--- src/core/cwr_pkg.sv ---
// Package for the cascaded watchdog and reset controller.
// Assumes a single 10 MHz system clock and an AXI4-Lite register port.
package cwr_pkg;

  // Clock and reset pulse timing.
  localparam int unsigned CLK_HZ = 10_000_000;
  localparam int unsigned BUS_RST_MS = 200;
  localparam int unsigned BUS_RST_CYC = BUS_RST_MS * (CLK_HZ / 1000);
  localparam int RST_CNT_W = 22;

  // Widths.
  localparam int CNT_W = 24;
  localparam int LEAD_W = 8;
  localparam int ADDR_W = 8;
  localparam int IDX_W = 6;
  localparam int IRQ_W = 3;
  localparam int EVSEL_W = 4;

  // Register indices; the byte address is four times the index.
  localparam logic [IDX_W-1:0] IDX_CTRL = 6'h0c;
  localparam logic [IDX_W-1:0] IDX_LOAD1 = 6'h0d;
  localparam logic [IDX_W-1:0] IDX_LOAD2 = 6'h0e;
  localparam logic [IDX_W-1:0] IDX_EVSEL = 6'h0f;
  localparam logic [IDX_W-1:0] IDX_IRQ_STAT = 6'h10;
  localparam logic [IDX_W-1:0] IDX_IRQ_CLR = 6'h11;
  localparam logic [IDX_W-1:0] IDX_IRQ_EN = 6'h12;

  // Control register fields.
  localparam int CTRL_EN_BIT = 0;
  localparam int CTRL_KICK_BIT = 1;
  localparam int CTRL_EARLY_BIT = 2;
  localparam int CTRL_LEAD_LSB = 8;
  localparam int CTRL_STAGE_LSB = 16;

  // Event select and interrupt status bits.
  localparam int EV_NMI = 0;
  localparam int EV_SCI = 1;
  localparam int EV_SMI = 2;
  localparam int EV_RST = 3;
  localparam int IRQ_STAGE1 = 0;
  localparam int IRQ_STAGE2 = 1;
  localparam int IRQ_CONTACT = 2;

  // Reset values.
  localparam logic [CNT_W-1:0] LOAD1_RST = 24'h989680;
  localparam logic [CNT_W-1:0] LOAD2_RST = 24'h0f4240;
  localparam logic [LEAD_W-1:0] LEAD_RST = 8'h10;
  localparam logic [EVSEL_W-1:0] EVSEL_RST = 4'h0;

  // AXI responses.
  localparam logic [1:0] RESP_OKAY = 2'h0;
  localparam logic [1:0] RESP_SLVERR = 2'h2;

  typedef enum logic [1:0] {ST_IDLE, ST_STAGE1, ST_STAGE2} cwr_stage_t;

endpackage : cwr_pkg

--- src/core/cwr_sync2.sv ---
// Two-flip-flop synchroniser for asynchronous pins.
// Assumes inputs come from outside the clock domain.
`timescale 1ns/10ps
`default_nettype none
module cwr_sync2 import cwr_pkg::*; #(
  parameter int WIDTH = 1,
  parameter logic [WIDTH-1:0] INIT = '0
) (
  // Clock and reset
  input wire logic ref_clk_i,
  input wire logic resetn_i,
  // Data
  input wire logic [WIDTH-1:0] async_i,
  output logic [WIDTH-1:0] sync_o
);

  typedef struct packed {
    logic [WIDTH-1:0] meta;
    logic [WIDTH-1:0] sync;
  } cwr_sync_st_t;

  cwr_sync_st_t s_q, s_d;

  always_comb begin
    s_d.meta = async_i;
    s_d.sync = s_q.meta;
  end

  always_ff @(posedge ref_clk_i or negedge resetn_i) begin
    if (!resetn_i) begin
      s_q <= {INIT, INIT};
    end else begin
      s_q <= s_d;
    end
  end

  assign sync_o = s_q.sync;

endmodule : cwr_sync2
`default_nettype wire

--- src/core/cwr_countdown.sv ---
// Loadable down counter used for each watchdog stage.
// Assumes load and run come from logic on the same clock.
`timescale 1ns/10ps
`default_nettype none
module cwr_countdown import cwr_pkg::*; (
  // Clock and reset
  input wire logic ref_clk_i,
  input wire logic resetn_i,
  // Control
  input wire logic load_i,
  input wire logic [CNT_W-1:0] load_val_i,
  input wire logic run_i,
  // Count
  output logic [CNT_W-1:0] count_o
);

  typedef struct packed {
    logic [CNT_W-1:0] count;
  } cwr_cnt_st_t;

  cwr_cnt_st_t s_q, s_d;

  always_comb begin
    s_d = s_q;
    if (load_i) begin
      s_d.count = load_val_i;
    end else if (run_i && (s_q.count != '0)) begin
      s_d.count = s_q.count - 1'b1;
    end
  end

  always_ff @(posedge ref_clk_i or negedge resetn_i) begin
    if (!resetn_i) begin
      s_q <= '0;
    end else begin
      s_q <= s_d;
    end
  end

  assign count_o = s_q.count;

endmodule : cwr_countdown
`default_nettype wire

--- src/core/cwr_watchdog.sv ---
// Two-stage cascaded watchdog with bus reset generator and AXI4-Lite registers.
// Assumes the kick and reset contact pins are asynchronous; everything else is on ref_clk_i.
//
// Our own choices: the AXI4-Lite register port and the register addresses.
`timescale 1ns/10ps
`default_nettype none
module cwr_watchdog import cwr_pkg::*; #(
  parameter int unsigned BUS_RST_CYCLES = BUS_RST_CYC
) (
  // Clock and reset
  input wire logic ref_clk_i,
  input wire logic resetn_i,
  // AXI4-Lite write
  input wire logic s_axi_awvalid,
  output logic s_axi_awready,
  input wire logic [ADDR_W-1:0] s_axi_awaddr,
  input wire logic [2:0] s_axi_awprot,
  input wire logic s_axi_wvalid,
  output logic s_axi_wready,
  input wire logic [31:0] s_axi_wdata,
  input wire logic [3:0] s_axi_wstrb,
  output logic s_axi_bvalid,
  input wire logic s_axi_bready,
  output logic [1:0] s_axi_bresp,
  // AXI4-Lite read
  input wire logic s_axi_arvalid,
  output logic s_axi_arready,
  input wire logic [ADDR_W-1:0] s_axi_araddr,
  input wire logic [2:0] s_axi_arprot,
  output logic s_axi_rvalid,
  input wire logic s_axi_rready,
  output logic [31:0] s_axi_rdata,
  output logic [1:0] s_axi_rresp,
  // Pins
  input wire logic kick_input_i,
  input wire logic reset_contact_n_i,
  output logic expiry_output_o,
  output logic bus_reset_o,
  // System events
  output logic nmi_o,
  output logic sci_o,
  output logic smi_o,
  output logic irq_o
);

  typedef struct packed {
    cwr_stage_t stage;
    logic en;
    logic early_en;
    logic [LEAD_W-1:0] lead;
    logic [CNT_W-1:0] load1;
    logic [CNT_W-1:0] load2;
    logic [EVSEL_W-1:0] evsel;
    logic [IRQ_W-1:0] ists;
    logic [IRQ_W-1:0] ien;
    logic irq;
    logic nmi;
    logic sci;
    logic smi;
    logic expiry;
    logic bus_rst;
    logic [RST_CNT_W-1:0] rst_cnt;
    logic kick_prev;
    logic contact_prev;
    logic sw_kick;
    logic aw_full;
    logic [ADDR_W-1:0] awaddr;
    logic w_full;
    logic [31:0] wdata;
    logic [3:0] wstrb;
    logic awready;
    logic wready;
    logic bvalid;
    logic [1:0] bresp;
    logic arready;
    logic rvalid;
    logic [31:0] rdata;
    logic [1:0] rresp;
  } cwr_regs_t;

  localparam logic [RST_CNT_W-1:0] RST_LAST = RST_CNT_W'(BUS_RST_CYCLES - 1);

  cwr_regs_t s_q, s_d;
  logic [1:0] pins_s;
  logic kick_s;
  logic contact_s;
  logic [CNT_W-1:0] cnt1;
  logic [CNT_W-1:0] cnt2;
  logic load1_go;
  logic load2_go;
  logic kick;
  logic contact_fall;
  logic s1_expire;
  logic s2_expire;
  logic rst_req;
  logic [IDX_W-1:0] widx;
  logic [IDX_W-1:0] ridx;
  logic [31:0] wmask;
  logic [31:0] ctrl_view;
  logic [31:0] ctrl_new;
  logic [31:0] load1_new;
  logic [31:0] load2_new;
  logic [31:0] evsel_new;
  logic [31:0] ien_new;
  logic [IRQ_W-1:0] ists_set;
  logic [IRQ_W-1:0] ists_clr;

  cwr_sync2 #(
    .WIDTH(2),
    .INIT(2'h2)
  ) u_sync (
    .ref_clk_i(ref_clk_i),
    .resetn_i(resetn_i),
    .async_i({reset_contact_n_i, kick_input_i}),
    .sync_o(pins_s)
  );

  assign kick_s = pins_s[0];
  assign contact_s = pins_s[1];

  cwr_countdown u_stage1 (
    .ref_clk_i(ref_clk_i),
    .resetn_i(resetn_i),
    .load_i(load1_go),
    .load_val_i(s_q.load1),
    .run_i(s_q.stage == ST_STAGE1),
    .count_o(cnt1)
  );

  cwr_countdown u_stage2 (
    .ref_clk_i(ref_clk_i),
    .resetn_i(resetn_i),
    .load_i(load2_go),
    .load_val_i(s_q.load2),
    .run_i(s_q.stage == ST_STAGE2),
    .count_o(cnt2)
  );

  assign widx = s_q.awaddr[ADDR_W-1:2];
  assign ridx = s_axi_araddr[ADDR_W-1:2];
  assign wmask = {{8{s_q.wstrb[3]}}, {8{s_q.wstrb[2]}}, {8{s_q.wstrb[1]}}, {8{s_q.wstrb[0]}}};

  always_comb begin
    ctrl_view = '0;
    ctrl_view[CTRL_EN_BIT] = s_q.en;
    ctrl_view[CTRL_EARLY_BIT] = s_q.early_en;
    ctrl_view[CTRL_LEAD_LSB +: LEAD_W] = s_q.lead;
    ctrl_view[CTRL_STAGE_LSB +: 2] = s_q.stage;
  end

  // new register values, merged by byte lane
  assign ctrl_new = (ctrl_view & ~wmask) | (s_q.wdata & wmask);
  assign load1_new = ({8'h00, s_q.load1} & ~wmask) | (s_q.wdata & wmask);
  assign load2_new = ({8'h00, s_q.load2} & ~wmask) | (s_q.wdata & wmask);
  assign evsel_new = ({28'h0000000, s_q.evsel} & ~wmask) | (s_q.wdata & wmask);
  assign ien_new = ({29'h00000000, s_q.ien} & ~wmask) | (s_q.wdata & wmask);

  always_comb begin
    s_d = s_q;
    s_d.nmi = 1'b0;
    s_d.sci = 1'b0;
    s_d.smi = 1'b0;
    s_d.sw_kick = 1'b0;
    s_d.kick_prev = kick_s;
    s_d.contact_prev = contact_s;
    load1_go = 1'b0;
    load2_go = 1'b0;
    rst_req = 1'b0;
    ists_set = '0;
    ists_clr = '0;
    s1_expire = 1'b0;
    s2_expire = 1'b0;

    kick = s_q.en && ((kick_s && !s_q.kick_prev) || s_q.sw_kick);
    contact_fall = !contact_s && s_q.contact_prev;
    if (contact_fall) begin
      rst_req = 1'b1;
      ists_set[IRQ_CONTACT] = 1'b1;
    end

    case (s_q.stage)
      ST_IDLE: begin
        if (kick) begin
          load1_go = 1'b1;
          s_d.stage = ST_STAGE1;
        end
      end
      ST_STAGE1: begin
        if (!s_q.en) begin
          s_d.stage = ST_IDLE;
        end else if (kick) begin
          load1_go = 1'b1;
        end else if (cnt1 == '0) begin
          s1_expire = 1'b1;
          load2_go = 1'b1;
          s_d.stage = ST_STAGE2;
          s_d.nmi = s_q.evsel[EV_NMI];
          s_d.sci = s_q.evsel[EV_SCI];
          s_d.smi = s_q.evsel[EV_SMI];
          if (s_q.evsel[EV_RST]) begin
            rst_req = 1'b1;
          end
        end
      end
      ST_STAGE2: begin
        if (cnt2 == '0) begin
          s2_expire = 1'b1;
          rst_req = 1'b1;
          s_d.stage = ST_IDLE;
        end
      end
      default: begin
        s_d.stage = ST_IDLE;
      end
    endcase
    ists_set[IRQ_STAGE1] = s1_expire;
    ists_set[IRQ_STAGE2] = s2_expire;

    // early expiry ahead of the first stage end, and level through stage two
    s_d.expiry = (s_q.stage == ST_STAGE2) ||
                 (s_q.early_en && (s_q.stage == ST_STAGE1) && (cnt1 <= CNT_W'(s_q.lead)));

    // one fixed pulse per event; events inside a pulse merge into it
    if (s_q.bus_rst) begin
      if (s_q.rst_cnt == '0) begin
        s_d.bus_rst = 1'b0;
      end else begin
        s_d.rst_cnt = s_q.rst_cnt - 1'b1;
      end
    end else if (rst_req) begin
      s_d.bus_rst = 1'b1;
      s_d.rst_cnt = RST_LAST;
    end

    // Write channel: address and data are taken independently.
    if (s_axi_awvalid && s_q.awready) begin
      s_d.aw_full = 1'b1;
      s_d.awaddr = s_axi_awaddr;
    end
    if (s_axi_wvalid && s_q.wready) begin
      s_d.w_full = 1'b1;
      s_d.wdata = s_axi_wdata;
      s_d.wstrb = s_axi_wstrb;
    end
    if (s_q.bvalid && s_axi_bready) begin
      s_d.bvalid = 1'b0;
    end
    if (s_q.aw_full && s_q.w_full && !s_q.bvalid) begin
      s_d.aw_full = 1'b0;
      s_d.w_full = 1'b0;
      s_d.bvalid = 1'b1;
      s_d.bresp = RESP_OKAY;
      case (widx)
        IDX_CTRL: begin
          s_d.en = ctrl_new[CTRL_EN_BIT];
          s_d.early_en = ctrl_new[CTRL_EARLY_BIT];
          s_d.lead = ctrl_new[CTRL_LEAD_LSB +: LEAD_W];
          s_d.sw_kick = s_q.wstrb[0] && s_q.wdata[CTRL_KICK_BIT];
        end
        IDX_LOAD1: s_d.load1 = load1_new[CNT_W-1:0];
        IDX_LOAD2: s_d.load2 = load2_new[CNT_W-1:0];
        IDX_EVSEL: s_d.evsel = evsel_new[EVSEL_W-1:0];
        IDX_IRQ_STAT: s_d.bresp = RESP_OKAY;
        IDX_IRQ_CLR: ists_clr = s_q.wstrb[0] ? s_q.wdata[IRQ_W-1:0] : '0;
        IDX_IRQ_EN: s_d.ien = ien_new[IRQ_W-1:0];
        default: s_d.bresp = RESP_SLVERR;
      endcase
    end
    s_d.awready = !s_d.aw_full && !s_d.bvalid;
    s_d.wready = !s_d.w_full && !s_d.bvalid;

    // Read channel: one outstanding read, data registered on acceptance.
    if (s_q.rvalid && s_axi_rready) begin
      s_d.rvalid = 1'b0;
    end
    if (s_axi_arvalid && s_q.arready) begin
      s_d.rvalid = 1'b1;
      s_d.rresp = RESP_OKAY;
      s_d.rdata = '0;
      case (ridx)
        IDX_CTRL: s_d.rdata = ctrl_view;
        IDX_LOAD1: s_d.rdata = {8'h00, s_q.load1};
        IDX_LOAD2: s_d.rdata = {8'h00, s_q.load2};
        IDX_EVSEL: s_d.rdata = {28'h0000000, s_q.evsel};
        IDX_IRQ_STAT: s_d.rdata = {29'h00000000, s_q.ists};
        IDX_IRQ_CLR: s_d.rdata = '0;
        IDX_IRQ_EN: s_d.rdata = {29'h00000000, s_q.ien};
        default: s_d.rresp = RESP_SLVERR;
      endcase
    end
    s_d.arready = !s_d.rvalid;

    // A status event in the same cycle as its clear stays set.
    s_d.ists = (s_q.ists & ~ists_clr) | ists_set;
    s_d.irq = |(s_d.ists & s_d.ien);
  end

  always_ff @(posedge ref_clk_i or negedge resetn_i) begin
    if (!resetn_i) begin
      s_q <= '0;
      s_q.stage <= ST_IDLE;
      s_q.lead <= LEAD_RST;
      s_q.load1 <= LOAD1_RST;
      s_q.load2 <= LOAD2_RST;
      s_q.evsel <= EVSEL_RST;
      s_q.contact_prev <= 1'b1;
      s_q.rresp <= RESP_OKAY;
      s_q.bresp <= RESP_OKAY;
    end else begin
      s_q <= s_d;
    end
  end

  assign s_axi_awready = s_q.awready;
  assign s_axi_wready = s_q.wready;
  assign s_axi_bvalid = s_q.bvalid;
  assign s_axi_bresp = s_q.bresp;
  assign s_axi_arready = s_q.arready;
  assign s_axi_rvalid = s_q.rvalid;
  assign s_axi_rdata = s_q.rdata;
  assign s_axi_rresp = s_q.rresp;
  assign expiry_output_o = s_q.expiry;
  assign bus_reset_o = s_q.bus_rst;
  assign nmi_o = s_q.nmi;
  assign sci_o = s_q.sci;
  assign smi_o = s_q.smi;
  assign irq_o = s_q.irq;

  // Pulse width helper, read only by the checks below.
  logic [RST_CNT_W-1:0] hi_cnt;
  always_ff @(posedge ref_clk_i or negedge resetn_i) begin
    if (!resetn_i) begin
      hi_cnt <= '0;
    end else if (s_q.bus_rst) begin
      hi_cnt <= hi_cnt + 1'b1;
    end else begin
      hi_cnt <= '0;
    end
  end
endmodule : cwr_watchdog
`default_nettype wire

--- config.mk ---
export PLATFORM = sky130hd
export DESIGN_NAME = cwr_watchdog
export DESIGN_NICKNAME = d
export VERILOG_FILES = /design/src/core/cwr_pkg.sv /design/src/core/cwr_sync2.sv /design/src/core/cwr_countdown.sv /design/src/core/cwr_watchdog.sv
export SDC_FILE = /design/constraint.sdc
export NUM_CORES = 1
export LEC_CHECK = 0
export BUFFER_PORTS_ARGS = -buffer_cell sky130_fd_sc_hd__buf_4
export CAP_MARGIN = 20
export CORE_AREA = 2 2 168 170
export CTS_BUF_LIST = sky130_fd_sc_hd__clkbuf_8
export DETAILED_ROUTE_END_ITERATION = 8
export DIE_AREA = 0 0 170 172
export HOLD_SLACK_MARGIN = 0.15
export PLACE_DENSITY_LB_ADDON = 0.1
export REMOVE_ABC_BUFFERS = 1
export SETUP_SLACK_MARGIN = 0.5
export SLEW_MARGIN = 10
export SYNTH_ARGS = -nofsm -noshare
export SYNTH_HDL_FRONTEND = slang
export SYNTH_SLANG_ARGS = --single-unit
--- constraint.sdc ---
create_clock -name ref_clk_i -period 3.8 [get_ports ref_clk_i]
set_input_delay 0.19 -clock ref_clk_i [delete_from_list [all_inputs] [get_ports ref_clk_i]]
set_output_delay 0.19 -clock ref_clk_i [all_outputs]
set_load 0.05 [all_outputs]
; ---- After elaboration in Yosys (flattened, before gate mapping)
; Cells that the tools add are included.
[totals]
ff_bits = 240
[classes]
reduce_logical = 44
n_lt_le_gt_ge = 1
add_sub_neg = 3
mux = 51
n_eq_ne = 21
bitwise = 16
[ops]
columns = op, n
row1 = 24-bit case mux with 6 select lines, 1
row2 = 24-bit two-way mux, 4
row3 = 24-bit AND, 3
row4 = 6-bit by 4-bit equality test with 1-bit output (second input constant), 8
row5 = 24-bit logical NOT, 2
row6 = 24-bit bitwise OR, 2
row7 = 24-bit nonzero test, 2
row8 = 24-bit by 1-bit subtractor with 24-bit output (second input constant), 2
row9 = 23-bit two-way mux, 2
row10 = 37-bit two-way mux, 1
row11 = 6-bit by 5-bit equality test with 1-bit output (second input constant), 6
row12 = 35-bit two-way mux, 1
row13 = 3-bit two-way mux, 10
row14 = 24-bit by 8-bit less-or-equal comparator with 1-bit output, 1
row15 = 24-bit NOT, 1
row16 = 22-bit logical NOT, 1
row17 = 22-bit two-way mux, 1
row18 = 22-bit by 1-bit subtractor with 22-bit output (second input constant), 1
row19 = 1-bit two-way mux, 19
row20 = 1-bit logical AND, 17
row21 = 16-bit AND, 1
row22 = 2-bit two-way mux, 8
row23 = 16-bit bitwise OR, 1
row24 = 7-bit OR reduction, 2
row25 = other kinds (19), 39

; ---- Depth between registers and ports, before layout
; Gate-level depths: netlist (run 1).
[logic_depth]
ltp_word = 10
mapped_depth = 10
ltp_nobuf = 8

; ---- By module
; A second synthesis (run 1) with hierarchy kept.
[unflattened]
hier_cells = 1051
hier_area_um2 = 10978.0
[modules_own_cells]
columns = mod, seq_area_each_um2, n_inst, cells_per_inst, area_per_inst_um2
row1 = cwr_watchdog, 4200.3, 1, 709, 7970.1
row2 = cwr_countdown, 600.6, 2, 169, 1452.6
row3 = cwr_sync2, 102.6, 1, 4, 102.6

; ---- Worst setup path before layout (run 1)
; No wires, ideal clock.
[synth_timing]
path_kind = register to register
startpoint = reg s_q (netlist bit ctrl_view[17])
endpoint = reg s_q[97] (netlist bit)
path_stages_with_launch = 10
setup_ns = 0.124
n_path_buf = 2
arrival_time_ns = 2.237
slack_ns = 1.439
required_time_ns = 3.676
cell_sequence = dfrtp_1 inv_1 ha_1 buf_2 nand2_1 or3_1 or4_4 and3_4 buf_6 a211o_1
[synth_via]
elab_chain_len = 4
elab_cells_between_ends = 5
cone_classes = 2 x eq/ne / 1 x mux / 2 x reduce/logical
[synth_rtl]
columns = item, line
row1 = start: declaration, cwr_watchdog.sv:83  ; cwr_regs_t s_q, s_d;
row2 = 2-bit equality test / 2-bit by 1-bit equality test with 1-bit output (equally long branches), cwr_watchdog.sv:181  ; case (s_q.stage)
row3 = 1-bit case mux with 2 select lines *, cwr_watchdog.sv:181
row4 = 2-bit nonzero test (no source line) *, --
row5 = 2-bit AND reduction (no source line) *, --
; Mark *: on every way between the ends. The rest lies on a longest branch, timed or not.
; A chain may end at the register's enable or synchronous reset.

; ---- Worst setup path in the final report (run 1)
[layout_timing]
startpoint = in s_axi_araddr[4]
endpoint = reg s_q (netlist bit s_axi_rresp[1])
[layout_via]
elab_chain_len = 3
elab_cells_between_ends = 9
cone_classes = 7 x eq/ne / 1 x mux / 1 x reduce/logical
[layout_rtl]
columns = item, line
row1 = start: declaration, cwr_watchdog.sv:28  ; input wire logic [ADDR_W-1:0] s_axi_araddr,
row2 = 6-bit by 5-bit equality test with 1-bit output / 6-bit by 4-bit equality test with 1-bit output (equally long branches), cwr_watchdog.sv:280  ; case (ridx)
row3 = 7-bit OR reduction (no source line) *, --
row4 = 2-bit two-way mux *, cwr_watchdog.sv:280
; Marks and branches as above.

==> reports/qor.yml, run 1 <==
hold_path:
  hp-class: "primary input to flop"
  whs_path_depth: 4
critical_path:
  cp-end-kind: "flop"
  ff2ff_path_depth: 8
  crit_fanout: 2
  start_kind: "primary input"
  path_class: "primary input to flop"
  cp_data_required_time_ns: 4.22
  cp.arrival_ns: 3.49
synth:
  async_flop_share_pct: 100
  ys_seq_area_share_pct: 50.8
  synth-edff-count: 0
  yosysUniqueCellTypes: 81
  avgSynthCellArea_um2: 10.9
  synth_warnings: 0
  ys_ff_latch: 219
  synthCells: 998
  syn_area_um2: 10800
  ys.flop_type: "dfrtp_1"
global_route:
  grtUsageTotal_pct: 19.4
  grt_max_degree: 93
  grt_pass1_wl_um: 44600
  grt_pass1_vias: 8174
  antenna_found_initial: 0
  grt.overflow.total: 0
cells_and_area:
  final_nets: 1199
  syn2layout_area_growth_pct: 18.5
  nFillCells: 2647
  final_common_cell: "dfrtp_1"
  layout_common_cells: "200 x dfrtp_1, 101 x mux2_2, 98 x buf_4"
  fin_area_um2: 12800
  fin_util_pct: 46.7
  post_route_cells_drive_above_1_share_pct: 26.4
  antenna_cells: 0
timing:
  max_freq_ghz: 0.326
  fin_ws_ns: 0.733
  finClkSkew_ns: 0.0240
  setup_tns_ns: 0
  period_minus_slack_ns: 3.07
  rsz0062_at_grt: "no"
  finalSetupViolCount: 0
  worstMarginPinSlew_ns: 0.934
  hold_viol_final: 0
  slew-limit-headroom_pct: 37.6
  fin_crit_sh_pct: 80.7
  slew_viol_final: 0
power_and_ir_drop:
  cellLeakagePower_nw: 5.95
  power.density_nw_per_um2: 638
  power_mw: 8.20
  ir_drop_mv: 0.293
die:
  dieArea_um2: 29200
  die_x_um: 170
  pin_count: 114
  die_y_um: 172
  start_util_pct: 39.4
  rows: 61
  placeableCoreArea_um2: 27500
detailed_routing:
  firstDrtPassIters: 5
  ant_nets: 0
  wirelength_um: 27500
  drc: 0
  avgViaCountPerCell: 5.35
  num_vias: 7980
  drt_iter0_markers: 527
  wl_per_cell_um: 18.4
cts:
  hold_buffers: 44
  clock-sinks: 219
  root_buffer: "clkbuf_8"
  clkLatencyLatePin_ns: 0.54
  htreeDepth: 2
  max-clock-path-buffers: 3
  path_clk_slew_ns: 0.06
  numCtsBuffers: 40
  cts_setup_buffers: 0
  cts_tree: "yes"
  cts_repair_resize_count: 0
flow_run:
  max-cap-violations: 0
placement:
  gp_congestion: 0.805
  preCtsSetupSlack_ns: 1.04
  io_buffers: 84
  hpwl_um: 18900
  post_dp_cell_area_um2: 11600
run_status:
  outcome: "completed"
-- cell usage after synthesis, types with 3 or more instances --
cell type	n	area, um2
a21o_1	4	30.0
a22o_1	14	123
nor2b_1	6	37.5
o22ai_1	3	18.8
xor2_1	8	70.1
mux2_2	101	1140
a31oi_1	7	43.8
or3_1	23	144
clkbuf_1	31	116
xnor2_1	24	210
o311ai_0	3	26.3
o31ai_1	9	67.6
nand3b_1	4	30.0
mux2i_1	13	130
a22oi_1	15	113
a21oi_1	41	205
o211ai_1	8	60.1
and2_1	10	62.6
nor2_1	61	229
and3_1	6	37.5
buf_2	5	25.0
nand2_1	86	323
buf_4	36	270
nor4_4	3	63.8
inv_1	33	124
nand3_1	19	95.1
o21ai_1	3	15.0
a21boi_0	3	22.5
ha_1	16	200
nand4_1	3	18.8
o21a_1	3	22.5
nor3b_1	3	22.5
dfrtp_1	200	5000
or4_1	10	75.1
or4_4	3	33.8
or2_2	3	18.8
nor4_1	14	87.6
buf_6	4	45.0
nor3_1	28	140
o21ai_0	51	255
dfstp_2	19	499
nand2b_1	7	43.8
and4b_1	3	30.0
-- final timing paths --
path                                                     to                            start  slack (ns)
setup / recovery                 s_axi_rresp[1]$_DFFE_PN0P_                  s_axi_araddr[4]        0.73
hold / removal                   s_axi_rdata[1]$_DFFE_PN0P_                  s_axi_araddr[6]        0.21
setup reg to reg           u_stage2.count_o[22]$_DFFE_PN0P_  u_stage1.count_o[0]$_DFFE_PN0P_        1.02
hold reg to reg                  u_sync.sync_o[1]$_DFF_PN1_          u_sync.s_d[1]$_DFF_PN1_        0.35
max in group asynchronous        asynchronous set/reset pin                         resetn_i        2.57
min in group asynchronous              s_q[102]$_DFFE_PN0P_                         resetn_i        0.26
-- power breakdown --
group	internal [mW]	total (mW)	leakage, nW	switching [mW]
clock network	1.18	2.15	0.471	0.972
registers	2.97	3.65	2.82	0.677
logic	1.08	2.40	2.65	1.32
total	5.23	8.20	5.95	2.97
-- per-layer routing --
layer / track usage, % / part of all wire [%] / vias to the layer above
met5: 0 / 0 / -
met4: 5.46 / 1.9 / 0
met3: 2.84 / 3.6 / 40
met2: 31.7 / 46 / 143
met1: 27.1 / 48 / 4002
li1: - / - / 3795
-- area by class of cell --
cell class                      instances  area, um2  area share (%)
Clock inverter                         22       87.6           0.682
Tap cell                              346        433            3.37
Timing Repair Buffer                  144       1210            9.43
Multi-Input combinational cell        677       4790            37.3
Inverter                               34        128           0.994
Clock buffer                           50        688            5.36
Sequential cell                       219       5500            42.9
-- cells by family (layout without fill, tap and decap cells) --
logic type                 after synthesis  after routing  synth area share [%]
and+or+nand+nor                        309            309                  15.4
DFF                                    219            219                  50.8
AOI/OAI and AO/OA                      196            196                  12.3
muxes                                  114            114                  11.7
buffers and inverters                  111            250                  5.43
xor gates and xnor gates                32             32                  2.59
adders and majority gates               16             16                  1.85
other                                    1             10                0.0346
-- metrics by stage --
stage | cells | hold WS (ns)
finish | 1492 | 0.209
global route | 1492 | 0.219
CTS | 1492 | 0.167
detailed placement | 1376 | 0.274
global placement | 1376 | 0.272
floorplan | 930 | -0.106
-- critical path, stage by stage --
cell,delay (ns)
dlygate4sd3_1,0.54
buf_4,0.13
or4b_2,0.69
dlygate4sd3_1,0.61
a21oi_1,0.12
dlygate4sd3_1,0.55
o31ai_1,0.06
dlygate4sd3_1,0.59
No activity file was read; power rests on OpenSTA's default activity.
==> inputs of run 2 (changes only) <==
==> constraint.sdc (replaced) <==
create_clock -name ref_clk_i -period 2.75 [get_ports ref_clk_i]
set_input_delay 0.1375 -clock ref_clk_i [delete_from_list [all_inputs] [get_ports ref_clk_i]]
set_output_delay 0.1375 -clock ref_clk_i [all_outputs]
set_load 0.05 [all_outputs]
==> run 2 against run 1 <==
Effect of this change:
- combinational power rose by 73%
- cell area rose by 9.2%
- critical endpoint is now s_q[97]$_DFFE_PN0P_
- register-to-register slack lost 0.58 ns
- clock skew shrank 0.011 ns
- via count is 4.5% higher
- cell count grew 4.7%
- routed wire length up 8.0%
==> reports/qor.yml, run 2 (synthesis results as in run 1) <==
cts:
  cts_tree: "yes"
  root_buffer: "clkbuf_8"
  clkLatencyLatePin_ns: 0.55
  htreeDepth: 2
  numCtsBuffers: 41
  clock-sinks: 219
  max-clock-path-buffers: 3
  path_clk_slew_ns: 0.06
power_and_ir_drop:
  cellLeakagePower_nw: 6.42
  power.density_nw_per_um2: 892
  ir_drop_mv: 0.380
critical_path:
  crit_fanout: 5
  cp_data_required_time_ns: 3.18
  slowest_delay_ns: 0.61
  crit_chain: "inv_2, ha_4, nand2_2, or3_4, or4_4, and3_4, a211o_1"
  crit_slowest_cell: "or4_4"
  start_kind: "flop"
  cp-end-kind: "flop"
  path_class: "flop to flop"
  cp.arrival_ns: 2.74
timing:
  period_minus_slack_ns: 2.31
  finClkSkew_ns: 0.0134
  finalSetupViolCount: 0
  fin_ws_ns: 0.438
  hold_viol_final: 0
  slew_viol_final: 0
  fin_crit_sh_pct: 84.1
  rsz0062_at_grt: "yes"
  setup_tns_ns: 0
  max_freq_ghz: 0.432
  worstMarginPinSlew_ns: 0.952
  slew-limit-headroom_pct: 36.4
global_route:
  use_met1_pct: 28.4
  antenna_found_initial: 0
  grt_pass1_wl_um: 46400
  busiest_layer: "met2"
  grtUsageTotal_pct: 20.4
  grt.overflow.total: 0
  grt_use_met2_pct: 33.8
  met3_usage_pct: 2.77
  grt_pass1_vias: 8363
  grt_max_degree: 91
detailed_routing:
  drt_iter0_markers: 469
  wirelength_um: 29700
  drc: 0
  avgViaCountPerCell: 5.34
  ant_nets: 0
  num_vias: 8337
  wl_per_cell_um: 19.0
  firstDrtPassIters: 5
placement:
  gp_congestion: 0.809
  io_buffers: 84
  hpwl_um: 19300
  preCtsSetupSlack_ns: 0.294
flow_run:
  max-cap-violations: 0
cells_and_area:
  final_nets: 1270
  syn2layout_area_growth_pct: 29.4
  layout_common_cells: "194 x dfrtp_1, 145 x buf_4, 101 x mux2_2"
  antenna_cells: 0
  final_common_cell: "dfrtp_1"
  post_route_cells_drive_above_1_share_pct: 36.5
die:
  dieArea_um2: 29200
  start_util_pct: 39.4
  pin_count: 114
  rows: 61
  die_y_um: 172
  die_x_um: 170
  placeableCoreArea_um2: 27500
hold_path:
  hp-class: "primary input to asynchronous set/reset pin"
run_status:
  outcome: "completed"
-- run 2: layer usage --
layer	wire, um	vias up
met5	0	-
met4	555	0
met3	871	46
met2	14100	145
met1	14100	4187
li1	-	3959
-- run 2: worst max-delay path, delay by kind of cell, from the launching register on --
kind	cells	cell delay [ns]
flops	1	0.39
compound gates	1	0.25
simple gates	4	1.31
buf+inv	1	0.09
fa+ha+maj	1	0.14
-- run 2: where the power goes --
group / internal (mW) / switching, mW / leakage [nW]
registers: 4.11 / 1.00 / 2.81
logic: 2.02 / 2.14 / 3.12
clock network: 1.83 / 1.40 / 0.485
-- run 2: final timing paths --
check	from	end	slack [ns]	cells after the start
min in group ref_clk_i	s_axi_araddr[4]	s_axi_rresp[1]$_DFFE_PN0P_	0.18	5
worst max register to register	ctrl_view[17]$_DFFE_PN0P_	s_q[97]$_DFFE_PN0P_	0.44	7
worst min register to register	u_sync.s_d[0]$_DFF_PN0_	u_sync.sync_o[0]$_DFF_PN0_	0.35	0
worst max-delay path	ctrl_view[17]$_DFFE_PN0P_	s_q[97]$_DFFE_PN0P_	0.44	7
worst min-delay path	resetn_i	s_q[103]$_DFFE_PN0P_	0.18	2
max in group asynchronous	resetn_i	asynchronous set/reset pin	1.70	3
-- run 2: per-stage QoR --
| step | utilization [%] | instance area [um2] | power, mW | hold WS, ns | instances |
|---|---|---|---|---|---|
| after detailed placement | 43.0 | 11800 | 8.52 | 0.228 | 1400 |
| after floorplan | - | 10400 | 7.18 | -0.158 | 930 |
| after global placement | 43.0 | 11800 | 8.47 | 0.227 | 1400 |
| after CTS | 49.1 | 13500 | 12.2 | 0.166 | 1538 |
| final | 51.0 | 14000 | 12.5 | 0.178 | 1562 |
| after global routing | 51.0 | 14000 | 13.3 | 0.202 | 1562 |
-- run 2: layout make-up --
| class | instances | area (um2) |
|---|---|---|
| fillers | 2520 | 13500 |
| flip-flops and latches | 219 | 5510 |
| multi-input cells | 678 | 5200 |
| repair buffers | 213 | 1910 |
| clock buffers | 50 | 688 |
| well taps | 346 | 433 |
| clock inverters | 22 | 151 |
| inverters | 34 | 128 |
-- run 2: timing repair --
| action | in CTS | in global routing |
|---|---|---|
| pin swaps | 22 | 48 |
| cloned | 3 | 3 |
| hold buffers | 44 | 0 |
| setup buffers | 19 | 21 |
| gates resized for setup | 37 | 72 |
| endpoints found under the setup margin | 78 | 84 |
| hold endpoints to repair | 143 | 0 |
==> inputs of run 3 (changes only) <==
==> constraint.sdc (replaced) <==
create_clock -name ref_clk_i -period 2 [get_ports ref_clk_i]
set_input_delay 0.1 -clock ref_clk_i [delete_from_list [all_inputs] [get_ports ref_clk_i]]
set_output_delay 0.1 -clock ref_clk_i [all_outputs]
set_load 0.05 [all_outputs]
==> run 3 against run 2 <==
Effect of this change:
- the run now ends with setup timing left
- sequential share of layout area fell by 5.6 points
- routed wire length increased by 9.8%
- non-clock buffer count grew 162
==> reports/qor.yml, run 3 (synthesis results as in run 1) <==
run_status:
  outcome: "finished with violations"
  violations: "setup timing"
detailed_routing:
  avgViaCountPerCell: 5.21
  ant_nets: 0
  wirelength_um: 32600
  wl_per_cell_um: 18.9
  drt_iter0_markers: 430
  drc: 0
  firstDrtPassIters: 5
  num_vias: 9006
cells_and_area:
  multiInputGateArea_um2: 6000
  regArea_um2: 5510
  final_common_cell: "buf_4"
  nFillCells: 2274
  post_route_cells_drive_above_1_share_pct: 50.5
  fin_util_pct: 59.5
  final_nets: 1432
  antenna_cells: 0
  layout_common_cells: "252 x buf_4, 196 x dfrtp_1, 71 x nand2_1"
  instances_no_fill: 1727
  syn2layout_area_growth_pct: 50.8
timing:
  finClkSkew_ns: 0.0124
  period_minus_slack_ns: 2.36
  fin_crit_sh_pct: 118
  finalSetupViolCount: 94
  hold_viol_final: 0
  slew_viol_final: 0
  max_freq_ghz: 0.424
  worstMarginPinSlew_ns: 0.625
  slew-limit-headroom_pct: 58.3
  fin_ws_ns: -0.356
  rsz0062_at_grt: "yes"
die:
  placeableCoreArea_um2: 27500
  dieArea_um2: 29200
  die_y_um: 172
  pin_count: 114
  rows: 61
  start_util_pct: 39.4
  die_x_um: 170
critical_path:
  start_kind: "flop"
  r2r_end: "u_stage2.count_o[14]$_DFFE_PN0P_"
  regToRegStartpoint: "u_stage2.count_o[13]$_DFFE_PN0P_"
  cp_data_required_time_ns: 2.43
  slowest_delay_ns: 0.57
  ff2ff_path_depth: 7
  path_class: "flop to flop"
  path_buf_inv: 1
  cp-end-kind: "flop"
  crit_fanout: 6
  cp.arrival_ns: 2.78
  rrSetupSlack_ns: -0.36
  crit_chain: "or4_4, or3_4, o311ai_4, buf_6, nor4_4, xnor2_1, a21oi_1"
  crit_slowest_cell: "or4_4"
  crit_family: "simple AND/OR/NAND/NOR gates"
hold_path:
  min_to: "u_sync.s_d[0]$_DFF_PN0_"
  whs_path_depth: 2
  hp-class: "primary input to flop"
  hp-start: "kick_input_i"
cts:
  path_clk_slew_ns: 0.06
  clkLatencyLatePin_ns: 0.55
  max-clock-path-buffers: 3
  numCtsBuffers: 41
  htreeDepth: 2
  root_buffer: "clkbuf_8"
  clock-sinks: 219
  cts_tree: "yes"
global_route:
  grt_pass1_vias: 9261
  grtUsageTotal_pct: 22.3
  antenna_found_initial: 1
  grt_max_degree: 71
  grt.overflow.total: 0
  grt_pass1_wl_um: 50700
placement:
  hpwl_um: 21400
  gp_congestion: 0.862
  io_buffers: 84
  place_inst: 1545
  preCtsSetupSlack_ns: -0.347
power_and_ir_drop:
  ir_drop_mv: 0.775
  power.density_nw_per_um2: 1250
  cellLeakagePower_nw: 7.59
flow_run:
  max-cap-violations: 0
[run 3: cell count changes in the layout (fill, tap and decap cells not counted), moves of 8 or more]
cell     previous run  this run
buf_12              5        13
buf_4             145       252
buf_6              14        52
mux2_2            101        64
mux2_4              0        37
nand2_1            81        71
nor2_1             59        48
nor2_4              1         9
nor3_1             22        14
o21ai_0            45        29
o21ai_1             5        13
[run 3: per-stage QoR]
step	TNS, ns	total power [mW]	hold slack, ns	cell area, um2
2_1_floorplan	-43.68	9.87	-0.196	10400
3_3_place_gp	-13.98	13.0	0.113	13000
3_5_place_dp	-15.89	13.1	0.124	13000
4_1_cts	-8.19	19.5	0.171	15600
5_1_grt	-19.97	21.5	0.185	16300
6_report	-11.58	20.4	0.204	16300
[run 3: repair_timing]
item,4_1_cts,5_1_grt
cloned,5,1
gates resized for setup,248,105
pin swaps,84,63
buffers inserted,31,21
endpoints found under the hold margin,258,1
endpoints found under the setup margin,158,183
hold buffers,48,1
[run 3: power by group]
part	leakage, nW	internal (mW)	switching [mW]
combinational	4.28	4.71	4.18
sequential	2.82	5.65	1.27
clock	0.499	2.58	1.96
total	7.59	12.9	7.42
[run 3: worst max path at each step]
| stage | endpoint | cells past startpoint | from |
|---|---|---|---|
| 2_1_floorplan | u_stage2.count_o[7]$_DFFE_PN0P_ | 6 | ctrl_view[17]$_DFFE_PN0P_ |
| 5_1_grt | u_stage2.count_o[14]$_DFFE_PN0P_ | 7 | u_stage2.count_o[9]$_DFFE_PN0P_ |
| 4_1_cts | u_stage2.count_o[6]$_DFFE_PN0P_ | 7 | u_stage2.count_o[6]$_DFFE_PN0P_ |
| 3_3_place_gp | u_stage2.count_o[21]$_DFFE_PN0P_ | 6 | u_stage2.count_o[6]$_DFFE_PN0P_ |
| 3_5_place_dp | s_q[97]$_DFFE_PN0P_ | 7 | s_q[110]$_DFFE_PN0P_ |
| 6_report | u_stage2.count_o[14]$_DFFE_PN0P_ | 7 | u_stage2.count_o[13]$_DFFE_PN0P_ |
[run 3: area by class of cell]
cell class / instances / share of cell area (%)
clock buffers: 55 / 4.63
clock inverters: 20 / 0.681
inverters: 34 / 0.781
multi-input cells: 678 / 36.7
flip-flops and latches: 219 / 33.7
well taps: 346 / 2.65
repair buffers: 375 / 20.8
[run 3: metal layers]
layer  up-vias  part of all wire, %  track usage (%)
met1      4487                   45             30.0
met3        57                  4.5             4.44
met5         -                    0                0
met2       171                   48             36.8
met4         0                  2.1             6.54
li1       4291                    -                -
